`src/hdl/pmc_params.svh`:
```
// constants for the power-converter command bank
`ifndef PMC_PARAMS_SVH
`define PMC_PARAMS_SVH
`define PMC_NREG          14
`define PMC_CODE_CEIL     8'h24
`define PMC_CODE_MHIGH    8'h25
`define PMC_CODE_MLOW     8'h26
`define PMC_CODE_RATE     8'h27
`define PMC_CODE_DROOP    8'h28
`define PMC_CODE_GAIN     8'h29
`define PMC_CODE_SCALE    8'h2A
`define PMC_CODE_DUTY     8'h32
`define PMC_CODE_FSW      8'h33
`define PMC_CODE_VINON    8'h35
`define PMC_CODE_VINOFF   8'h36
`define PMC_CODE_ILV      8'h37
`define PMC_CODE_IOFS     8'h39
`define PMC_CODE_OVF      8'h40
`define PMC_IX_CEIL       0
`define PMC_IX_MHIGH      1
`define PMC_IX_MLOW       2
`define PMC_IX_RATE       3
`define PMC_IX_DROOP      4
`define PMC_IX_GAIN       5
`define PMC_IX_SCALE      6
`define PMC_IX_DUTY       7
`define PMC_IX_FSW        8
`define PMC_IX_VINON      9
`define PMC_IX_VINOFF     10
`define PMC_IX_ILV        11
`define PMC_IX_IOFS       12
`define PMC_IX_OVF        13
`define PMC_RST_CEIL      16'hFFFF
`define PMC_RST_OTHER     16'h0000
`define PMC_RST_OVF       16'hFFFF
`define PMC_ILV_MASK      16'h0FFF
`define PMC_ILV_GID       11:8
`define PMC_ILV_CNT       7:4
`define PMC_ILV_POS       3:0
`define PMC_MSEL_HIGH     2'h1
`define PMC_MSEL_LOW      2'h2
`define PMC_CEIL_PCT      24'h00006E
`define PMC_PCT_BASE      24'h000064
`define PMC_MODE_LINEAR   3'h0
`define PMC_MODE_VID      3'h1
`define PMC_MODE_DIRECT   3'h2
`define PMC_MANT_MSB      10
`define PMC_DROOP_SHIFT   10
`define PMC_CLK_NS        8
`define PMC_RAMP_TICK_NS  1000
`define PMC_RAMP_TICK_CYC (`PMC_RAMP_TICK_NS / `PMC_CLK_NS)
`define PMC_TICK_W        7
`endif

```
`src/hdl/pmc_pkg.sv`:
```
// types shared by the power-converter command bank
package pmc_pkg;
   typedef struct packed {
      logic        wr;
      logic        rd;
      logic [7:0]  code;
      logic [15:0] data;
   } pmc_req_t;
   typedef struct packed {
      logic        valid;
      logic        ack;
      logic [15:0] data;
   } pmc_rsp_t;
   typedef enum logic [2:0] {
      PMC_RS_IDLE = 3'b001,
      PMC_RS_UP   = 3'b010,
      PMC_RS_DOWN = 3'b100
   } pmc_ramp_t;
endpackage : pmc_pkg
```
`src/hdl/pmc_cmd_bank.sv`:
```
// output configuration command bank with setpoint ramp and limits
`timescale 1ns/1ps
`include "pmc_params.svh"

// Operation
// - ceiling writes and targets never exceed 110 percent of strap voltage
// - margin-high target at 0x25, 16-bit, used while margin-high selected
// - margin-low target at 0x26, 16-bit, used while margin-low selected
// - setpoint ramps toward target at the programmed rate
// - droop slope at 0x28 lowers the reference with load current
// - sense loop gain word kept at 0x29
// - sense divider scale word kept at 0x2A
// - duty cycle capped by maximum at 0x32
// - switching frequency in kHz from word at 0x33
// - conversion starts once input reaches turn-on threshold
// - running conversion stops when input falls to turn-off threshold
// - interleave group id in bits 11:8 of 0x37
// - interleave unit count in bits 7:4
// - rail position in bits 3:0, driven out on rail_pos_o
// - read-only current offset at 0x39 added to current readings
// - over-voltage fault threshold word at 0x40
// - mode field 000 linear, 001 VID, 010 direct; others refuse words 0x24, 0x25, 0x26 and 0x40
module pmc_cmd_bank
   import pmc_pkg::*;
(
   input  wire logic        clk_sys_i,
   input  wire logic        rstn_i,
   input  wire pmc_req_t    req_i,
   input  wire logic [7:0]  vout_mode_i,
   input  wire logic [15:0] strap_vout_i,
   input  wire logic [15:0] vout_cmd_i,
   input  wire logic [1:0]  margin_sel_i,
   input  wire logic [15:0] vin_i,
   input  wire logic [15:0] iout_raw_i,
   input  wire logic [15:0] vout_sense_i,
   input  wire logic [7:0]  duty_req_i,
   output pmc_rsp_t         rsp_o,
   output logic [15:0]      vref_o,
   output logic             conv_en_o,
   output logic [7:0]       duty_o,
   output logic [10:0]      fsw_khz_o,
   output logic [15:0]      loop_gain_o,
   output logic [15:0]      monitor_scale_o,
   output logic [3:0]       group_id_o,
   output logic [3:0]       rail_count_o,
   output logic [3:0]       rail_pos_o,
   output logic [15:0]      iout_o,
   output logic             ov_fault_o
);

   localparam logic [7:0] CODE_TAB [`PMC_NREG] = '{
      `PMC_CODE_CEIL, `PMC_CODE_MHIGH, `PMC_CODE_MLOW, `PMC_CODE_RATE,
      `PMC_CODE_DROOP, `PMC_CODE_GAIN, `PMC_CODE_SCALE, `PMC_CODE_DUTY,
      `PMC_CODE_FSW, `PMC_CODE_VINON, `PMC_CODE_VINOFF, `PMC_CODE_ILV,
      `PMC_CODE_IOFS, `PMC_CODE_OVF};

   logic [15:0]       bank_reg [`PMC_NREG];
   logic [15:0]       bank_next [`PMC_NREG];
   logic [`PMC_NREG-1:0] hit;
   logic [15:0]       rd_val [`PMC_NREG];
   logic [15:0]       rd_data;
   logic              any_hit;
   logic              vfmt_hit;
   logic              fmt_ok;
   logic              ro_hit;
   logic              wr_ok;
   logic              acc_ok;
   logic [15:0]       wr_val;
   logic [15:0]       strap_lim_reg;
   logic              strap_done_reg;
   logic [23:0]       lim_wide;
   logic [15:0]       lim_16;
   logic [15:0]       ceil_eff;
   logic [15:0]       target_raw;
   logic [15:0]       target;
   logic              sel_high;
   logic              sel_low;
   logic [15:0]       sp_reg;
   logic [15:0]       sp_next;
   pmc_ramp_t         rs_reg;
   pmc_ramp_t         rs_next;
   logic [`PMC_TICK_W-1:0] tick_cnt_reg;
   logic              tick;
   logic [10:0]       step;
   logic [15:0]       gap_up;
   logic [15:0]       gap_dn;
   logic [21:0]       droop_prod;
   logic [15:0]       droop;
   logic [15:0]       vref_next;
   logic [10:0]       duty_max;
   logic              conv_next;
   logic [15:0]       iofs_ext;
   pmc_rsp_t          rsp_next;

   // command decode, one comparator per entry
   genvar g;
   generate
      for (g = 0; g < `PMC_NREG; g++) begin : g_entry
         assign hit[g]       = (req_i.code == CODE_TAB[g]);
         assign rd_val[g]    = hit[g] ? bank_reg[g] : 16'h0000;
         // ceiling takes the strap limit on the first edge; only a read sampled on that edge can see the 0xFFFF reset value
         assign bank_next[g] = (g == `PMC_IX_CEIL && !strap_done_reg) ? lim_16
                             : (wr_ok && hit[g]) ? wr_val : bank_reg[g];
         always_ff @(posedge clk_sys_i) begin
            if (!rstn_i) begin
               if (g == `PMC_IX_CEIL)
                  bank_reg[g] <= `PMC_RST_CEIL;
               else if (g == `PMC_IX_OVF)
                  bank_reg[g] <= `PMC_RST_OVF;
               else
                  bank_reg[g] <= `PMC_RST_OTHER;
            end else begin
               bank_reg[g] <= bank_next[g];
            end
         end
      end
   endgenerate

   // or-reduction of the one-hot read lanes
   always_comb begin
      rd_data = 16'h0000;
      for (int i = 0; i < `PMC_NREG; i++)
         rd_data = rd_data | rd_val[i];
   end

   assign any_hit  = |hit;
   assign vfmt_hit = hit[`PMC_IX_CEIL] | hit[`PMC_IX_MHIGH] | hit[`PMC_IX_MLOW]
                   | hit[`PMC_IX_OVF];
   assign fmt_ok   = (vout_mode_i[7:5] == `PMC_MODE_LINEAR)
                   | (vout_mode_i[7:5] == `PMC_MODE_VID)
                   | (vout_mode_i[7:5] == `PMC_MODE_DIRECT);
   // an unknown mode makes voltage words meaningless, so refuse them
   assign acc_ok   = any_hit && (fmt_ok || !vfmt_hit);
   assign ro_hit   = hit[`PMC_IX_IOFS];
   assign wr_ok    = req_i.wr && acc_ok && !ro_hit;

   // strap limit: 110 percent, saturated to the word
   assign lim_wide = ({8'h00, strap_vout_i} * `PMC_CEIL_PCT) / `PMC_PCT_BASE;
   assign lim_16   = (lim_wide[23:16] != 8'h00) ? 16'hFFFF : lim_wide[15:0];

   assign wr_val = hit[`PMC_IX_CEIL] ?
                      ((req_i.data > strap_lim_reg) ? strap_lim_reg : req_i.data)
                 : hit[`PMC_IX_ILV] ? (req_i.data & `PMC_ILV_MASK)
                 : req_i.data;

   // strap is sampled once, on the first cycle after reset release
   always_ff @(posedge clk_sys_i) begin
      if (!rstn_i) begin
         strap_done_reg <= 1'b0;
         strap_lim_reg  <= 16'h0000;
      end else if (!strap_done_reg) begin
         strap_done_reg <= 1'b1;
         strap_lim_reg  <= lim_16;
      end
   end

   // target selection and ceiling clamp
   assign ceil_eff   = (bank_reg[`PMC_IX_CEIL] > strap_lim_reg) ?
                       strap_lim_reg : bank_reg[`PMC_IX_CEIL];
   assign sel_high   = (margin_sel_i == `PMC_MSEL_HIGH);
   assign sel_low    = (margin_sel_i == `PMC_MSEL_LOW);
   // codes 00 and 11 both select the nominal setpoint
   assign target_raw = sel_high ? bank_reg[`PMC_IX_MHIGH]
                     : sel_low ? bank_reg[`PMC_IX_MLOW]
                     : vout_cmd_i;
   assign target     = (target_raw > ceil_eff) ? ceil_eff : target_raw;

   // ramp: rate mantissa is setpoint steps per microsecond tick
   // free-running tick, so a ramp may wait up to one tick for its first step
   assign tick   = (tick_cnt_reg == `PMC_TICK_W'(`PMC_RAMP_TICK_CYC - 1));
   assign step   = bank_reg[`PMC_IX_RATE][`PMC_MANT_MSB:0];
   assign gap_up = target - sp_reg;
   assign gap_dn = sp_reg - target;

   always_comb begin
      rs_next = rs_reg;
      sp_next = sp_reg;
      unique case (rs_reg)
         PMC_RS_IDLE: begin
            if (target > sp_reg)
               rs_next = PMC_RS_UP;
            else if (target < sp_reg)
               rs_next = PMC_RS_DOWN;
         end
         PMC_RS_UP: begin
            // zero rate means an immediate step, no ramp
            if (target <= sp_reg)
               rs_next = PMC_RS_IDLE;
            else if (tick || step == 11'h000) begin
               if (step == 11'h000 || gap_up <= {5'h00, step})
                  sp_next = target;
               else
                  sp_next = sp_reg + {5'h00, step};
            end
         end
         PMC_RS_DOWN: begin
            if (target >= sp_reg)
               rs_next = PMC_RS_IDLE;
            else if (tick || step == 11'h000) begin
               if (step == 11'h000 || gap_dn <= {5'h00, step})
                  sp_next = target;
               else
                  sp_next = sp_reg - {5'h00, step};
            end
         end
         default: rs_next = PMC_RS_IDLE;
      endcase
   end

   always_ff @(posedge clk_sys_i) begin
      if (!rstn_i) begin
         rs_reg       <= PMC_RS_IDLE;
         sp_reg       <= 16'h0000;
         tick_cnt_reg <= '0;
      end else begin
         rs_reg       <= rs_next;
         sp_reg       <= sp_next;
         tick_cnt_reg <= tick ? '0 : tick_cnt_reg + 1'b1;
      end
   end

   // load line: slope times current, scaled down, subtracted from setpoint
   assign droop_prod = bank_reg[`PMC_IX_DROOP][`PMC_MANT_MSB:0]
                     * iout_raw_i[`PMC_MANT_MSB:0];
   assign droop      = {4'h0, droop_prod[21:`PMC_DROOP_SHIFT]};
   assign vref_next  = (sp_reg > droop) ? (sp_reg - droop) : 16'h0000;

   assign duty_max  = bank_reg[`PMC_IX_DUTY][`PMC_MANT_MSB:0];
   // hysteresis: on at or above turn-on, off at or below turn-off
   // equal on and off words make the enable toggle every cycle while the input equals them
   assign conv_next = conv_en_o ?
                      (vin_i > bank_reg[`PMC_IX_VINOFF])
                    : (vin_i >= bank_reg[`PMC_IX_VINON]);
   // read-only and reset to zero, so the offset stays zero in this block
   assign iofs_ext  = {{5{bank_reg[`PMC_IX_IOFS][`PMC_MANT_MSB]}},
                       bank_reg[`PMC_IX_IOFS][`PMC_MANT_MSB:0]};

   assign rsp_next.valid = req_i.wr | req_i.rd;
   assign rsp_next.ack   = (req_i.rd && acc_ok) || wr_ok;
   assign rsp_next.data  = (req_i.rd && acc_ok) ? rd_data : 16'h0000;

   always_ff @(posedge clk_sys_i) begin
      if (!rstn_i) begin
         rsp_o           <= '0;
         vref_o          <= 16'h0000;
         conv_en_o       <= 1'b0;
         duty_o          <= 8'h00;
         fsw_khz_o       <= 11'h000;
         loop_gain_o     <= 16'h0000;
         monitor_scale_o <= 16'h0000;
         group_id_o      <= 4'h0;
         rail_count_o    <= 4'h0;
         rail_pos_o      <= 4'h0;
         iout_o          <= 16'h0000;
         ov_fault_o      <= 1'b0;
      end else begin
         rsp_o           <= rsp_next;
         vref_o          <= vref_next;
         conv_en_o       <= conv_next;
         duty_o          <= ({3'h0, duty_req_i} > duty_max) ?
                            duty_max[7:0] : duty_req_i;
         fsw_khz_o       <= bank_reg[`PMC_IX_FSW][`PMC_MANT_MSB:0];
         loop_gain_o     <= bank_reg[`PMC_IX_GAIN];
         monitor_scale_o <= bank_reg[`PMC_IX_SCALE];
         group_id_o      <= bank_reg[`PMC_IX_ILV][`PMC_ILV_GID];
         rail_count_o    <= bank_reg[`PMC_IX_ILV][`PMC_ILV_CNT];
         rail_pos_o      <= bank_reg[`PMC_IX_ILV][`PMC_ILV_POS];
         iout_o          <= iout_raw_i + iofs_ext;
         ov_fault_o      <= (vout_sense_i > bank_reg[`PMC_IX_OVF]);
      end
   end
endmodule : pmc_cmd_bank

```
`config.mk`:
```
export PLATFORM = sky130hd
export DESIGN_NAME = pmc_cmd_bank
export DESIGN_NICKNAME = d
export VERILOG_FILES = /design/src/hdl/pmc_pkg.sv /design/src/hdl/pmc_cmd_bank.sv
export VERILOG_INCLUDE_DIRS = /design/src /design/src/hdl
export SDC_FILE = /design/constraint.sdc
export NUM_CORES = 2
export LEC_CHECK = 0
export BUFFER_PORTS_ARGS = -buffer_cell sky130_fd_sc_hd__buf_2
export CAP_MARGIN = 5
export CORE_MARGIN = 4
export CORE_UTILIZATION = 55
export DETAILED_ROUTE_END_ITERATION = 8
export GPL_ROUTABILITY_DRIVEN = 1
export PLACE_DENSITY_LB_ADDON = 0.3
export SLEW_MARGIN = 20
export SYNTH_ARGS = -nofsm -noshare
export SYNTH_HDL_FRONTEND = slang
export SYNTH_SLANG_ARGS = --single-unit
```
`constraint.sdc`:
```
create_clock -name clk_sys_i -period 25.7 [get_ports clk_sys_i]
set_input_delay 5.14 -clock clk_sys_i [delete_from_list [all_inputs] [get_ports clk_sys_i]]
set_output_delay 5.14 -clock clk_sys_i [all_outputs]
set_load 0.05 [all_outputs]
```
==> results.txt <==
Among cell families on the critical path, the largest total delay comes from compound AO/OA/AOI/OAI gates. The biggest area consumer among synthesized cells was sky130_fd_sc_hd__dfxtp_1. The total global-route track usage came out at 0.322. Summed over all layers, the routed wires come to 123000 microns. After synthesis, the largest family of logic cells by area is compound AO/OA/AOI/OAI gates. The remaining global-route overflow was 0; the share of Yosys cell area claimed by the top area cell type was 0.203. Yosys mapped the design onto 135 distinct sky130hd cell types.

The run gives 5590 as the post-layout net count. Share of the synthesized netlist area taken by xor and xnor gates: 0.0454. The proportion of register bits with asynchronous set or reset after synthesis works out to 0.

Pin placement for this block handled 241 I/O pins. The run finished with clean final reports. The proportion of synthesized chip area in sequential cells was 0.203; the die boundary width was 270 microns.

The first routing iteration left 4015 violations. The global placer's final weighted congestion was 0.998. The starting density of the core is 0.558.

After synthesis, the cell types taking the most area are sky130_fd_sc_hd__dfxtp_1 (20%), sky130_fd_sc_hd__ha_1 (10%), sky130_fd_sc_hd__fa_1 (6.6%). For this run, the slowest stage of the critical path takes 0.55 ns. The tools report the number of slew-limit violations in the final report as 0. Worst-margin pin slew: 1.21 ns. During synthesis, Yosys emitted a total of 0 warnings. The share of the cycle needed by the critical path after routing is 0.950, and the largest fanout of any net on the critical path is 11. TritonCTS built the clock tree. The synthesis-stage register bit count is 382, and the global-route wire length before repair is 193000 microns.

The estimated wirelength of the detail-placed design came out at 96300 microns. The most used flip-flop cell after synthesis is sky130_fd_sc_hd__dfxtp_1. The worst setup path is launched from an input port. The register clock-pin slew on the reported worst setup and hold paths is 0.06 ns, and the count of flip-flops with a built-in enable after synthesis is 0. The number of hold violations in the final report is 0, and the number of maximum-capacitance violations is 0.

The CTS H-tree depth was 2; the floorplan die area was 72700 sq um. The total area inside the core boundary comes to 67500 sq um. Net count after synthesis: 5249. The post-detailed-route via-to-cell ratio came out at 6.33. Post-route minimum period: 24.41 ns. In this run the clock root is driven by a sky130_fd_sc_hd__clkbuf_16. The later pin in the worst-skew pair is clocked with a latency of 0.56 ns.

The number of global-route vias before repair is 35.8k, and the number of I/O port buffers is 235. The run gives 37.5k as the number of vias after detailed routing. The cell repeated most along the worst path was sky130_fd_sc_hd__buf_4. The worst path buffer plus inverter count came out at 13. Multiplexer area fraction after synthesis: 0.0307. The clock net in this run drives a total of 382 sinks. Setup violations remaining at the end of the flow were counted as 0.

The logs give 5 for the initial antenna violation count and 24.80 ns for the data arrival time of the critical path. In the final timing run, aggregate negative setup slack is 0 ns. The number of flip-flops in the largest register is 224. The ratio of cells with drive above 1 in the final layout came out at 0.162.

The clock passes through at most 3 buffers. The run gives 26.09 ns as the required time of the critical path. The share of synthesized cell area in full adder, half adder and majority cells was 0.169. The synthesized netlist occupies a cell area of 37700 sq um. Based on the critical path, the design can be clocked at up to 0.0410 GHz.

The worst setup path is captured at a flip-flop. The share of synthesized cell area in and, or, nand and nor gates was 0.217; the detailed-route DRC error count was 0. Entering global routing, the biggest net connects 181 pins. The number of hold buffers added after CTS was 0. The cell count after synthesis came out at 4688.

By startpoint and endpoint, the worst setup path is classified as input port to flip-flop. The most used standard cell by instance count after synthesis was sky130_fd_sc_hd__nand2_1. The complex-gate fraction of the synthesized area is 0.273.

For the utilization after layout, the log shows 0.635. For the total clock buffers created by CTS, the log shows 38. The run gives 0.0252 ns as the worst-case clock skew.

Worst hold-check path type: flip-flop to flip-flop. The synthesis-to-layout area growth was 13.8%; the detailed-router iteration count before antenna repair was 6. After detailed routing, the average wire length per cell comes to 20.7 microns. The average cell area after synthesis came out at 8.04 sq um. In this run the core area contains 95 standard-cell rows.

Ranked by instance count, the synthesized netlist is headed by sky130_fd_sc_hd__nand2_1 (466), sky130_fd_sc_hd__dfxtp_1 (382), sky130_fd_sc_hd__inv_1 (335), sky130_fd_sc_hd__ha_1 (311), sky130_fd_sc_hd__nor2_1 (299). The run gives 0.192 as the worst slew slack as a fraction of its limit. Overall die height: 270 microns. On the critical path, the stage with the largest delay is an instance of sky130_fd_sc_hd__a211oi_4. The run gives 0 as the remaining antenna violation count after routing.
==> worst reg2reg max path: cells and delay by family, from the launching register on <==
kind	cells	cell delay (ns)
adders and majority gates	4	1.37
DFF	1	0.40
xor gates and xnor gates	1	0.18
buffers and inverters	3	0.61
and+or+nand+nor	17	2.42
AOI/OAI and AO/OA	22	4.16
muxes	2	0.45
==> stage by stage <==
step | instance area (sq um) | setup slack [ns] | hold WS [ns] | cells
finish | 42900 | 1.29 | 0.466 | 5934
detailed placement | 41500 | 0.668 | 0.448 | 5857
floorplan | 37700 | 3.22 | 0.430 | 4688
global placement | 41400 | 0.901 | 0.442 | 5857
CTS | 42700 | 1.22 | 0.468 | 5923
global route | 42900 | -0.0932 | 0.491 | 5929
==> timing repair <==
| item | in CTS | in global routing |
|---|---|---|
| setup endpoints to repair | 0 | 3 |
| buffers inserted | 0 | 5 |
| gates resized for setup | 0 | 12 |
==> cell type report <==
class                   count  area [sq um]
multi-input cells        3713         27900
fillers                  5896         24600
flip-flops and latches    382          7650
repair buffers            559          3660
inverters                 335          1260
clock buffers              52          1100
well taps                 873          1090
clock inverters            14           184
diodes                      6          15.0
==> per-layer routing <==
layer	vias to the layer above	global-route usage	share of wire
met1	17856	0.402	0.39
met2	1675	0.547	0.47
met3	361	0.0488	0.083
li1	17653	-	-
met4	0	0.156	0.055
met5	-	0	0
==> cells in the final DEF (no fill, tap or decap), types with 58 or more instances in the layout <==
cell type,instances
sky130_fd_sc_hd__a211oi_1,60
sky130_fd_sc_hd__a21o_1,59
sky130_fd_sc_hd__a21oi_1,260
sky130_fd_sc_hd__and2_1,171
sky130_fd_sc_hd__buf_2,234
sky130_fd_sc_hd__buf_4,321
sky130_fd_sc_hd__dfxtp_1,382
sky130_fd_sc_hd__fa_1,124
sky130_fd_sc_hd__ha_1,311
sky130_fd_sc_hd__inv_1,335
sky130_fd_sc_hd__mux2i_1,96
sky130_fd_sc_hd__nand2_1,466
sky130_fd_sc_hd__nand2b_1,76
sky130_fd_sc_hd__nand3_1,107
sky130_fd_sc_hd__nand4_1,58
sky130_fd_sc_hd__nor2_1,297
sky130_fd_sc_hd__nor2b_1,88
sky130_fd_sc_hd__nor3_1,88
sky130_fd_sc_hd__o211a_1,179
sky130_fd_sc_hd__o21ai_0,169
sky130_fd_sc_hd__xnor2_1,131
==> final timing paths <==
kind	from	slack [ns]	cells past startpoint	endpoint
setup reg to reg	strap_lim_reg[2]	15.99	49	sp_reg[12]
hold / removal	bank_reg[1][77]	0.47	1	bank_reg[1][77]
setup / recovery	strap_vout_i[8]	1.29	74	bank_reg[0][0]
hold reg to reg	bank_reg[1][77]	0.47	1	bank_reg[1][77]
==> logic make-up (layout without fill, tap and decap cells) <==
kind of cell,count (synthesis),after routing
other,0,6
buffers and inverters,593,960
xor gates and xnor gates,189,189
AOI/OAI and AO/OA,1370,1370
muxes,113,113
DFF,382,382
adders and majority gates,435,435
and+or+nand+nor,1606,1606
Power is left out: the tool's default activity adds up to more than one toggle a clock period on the data nets, which glitch-free logic cannot reach.
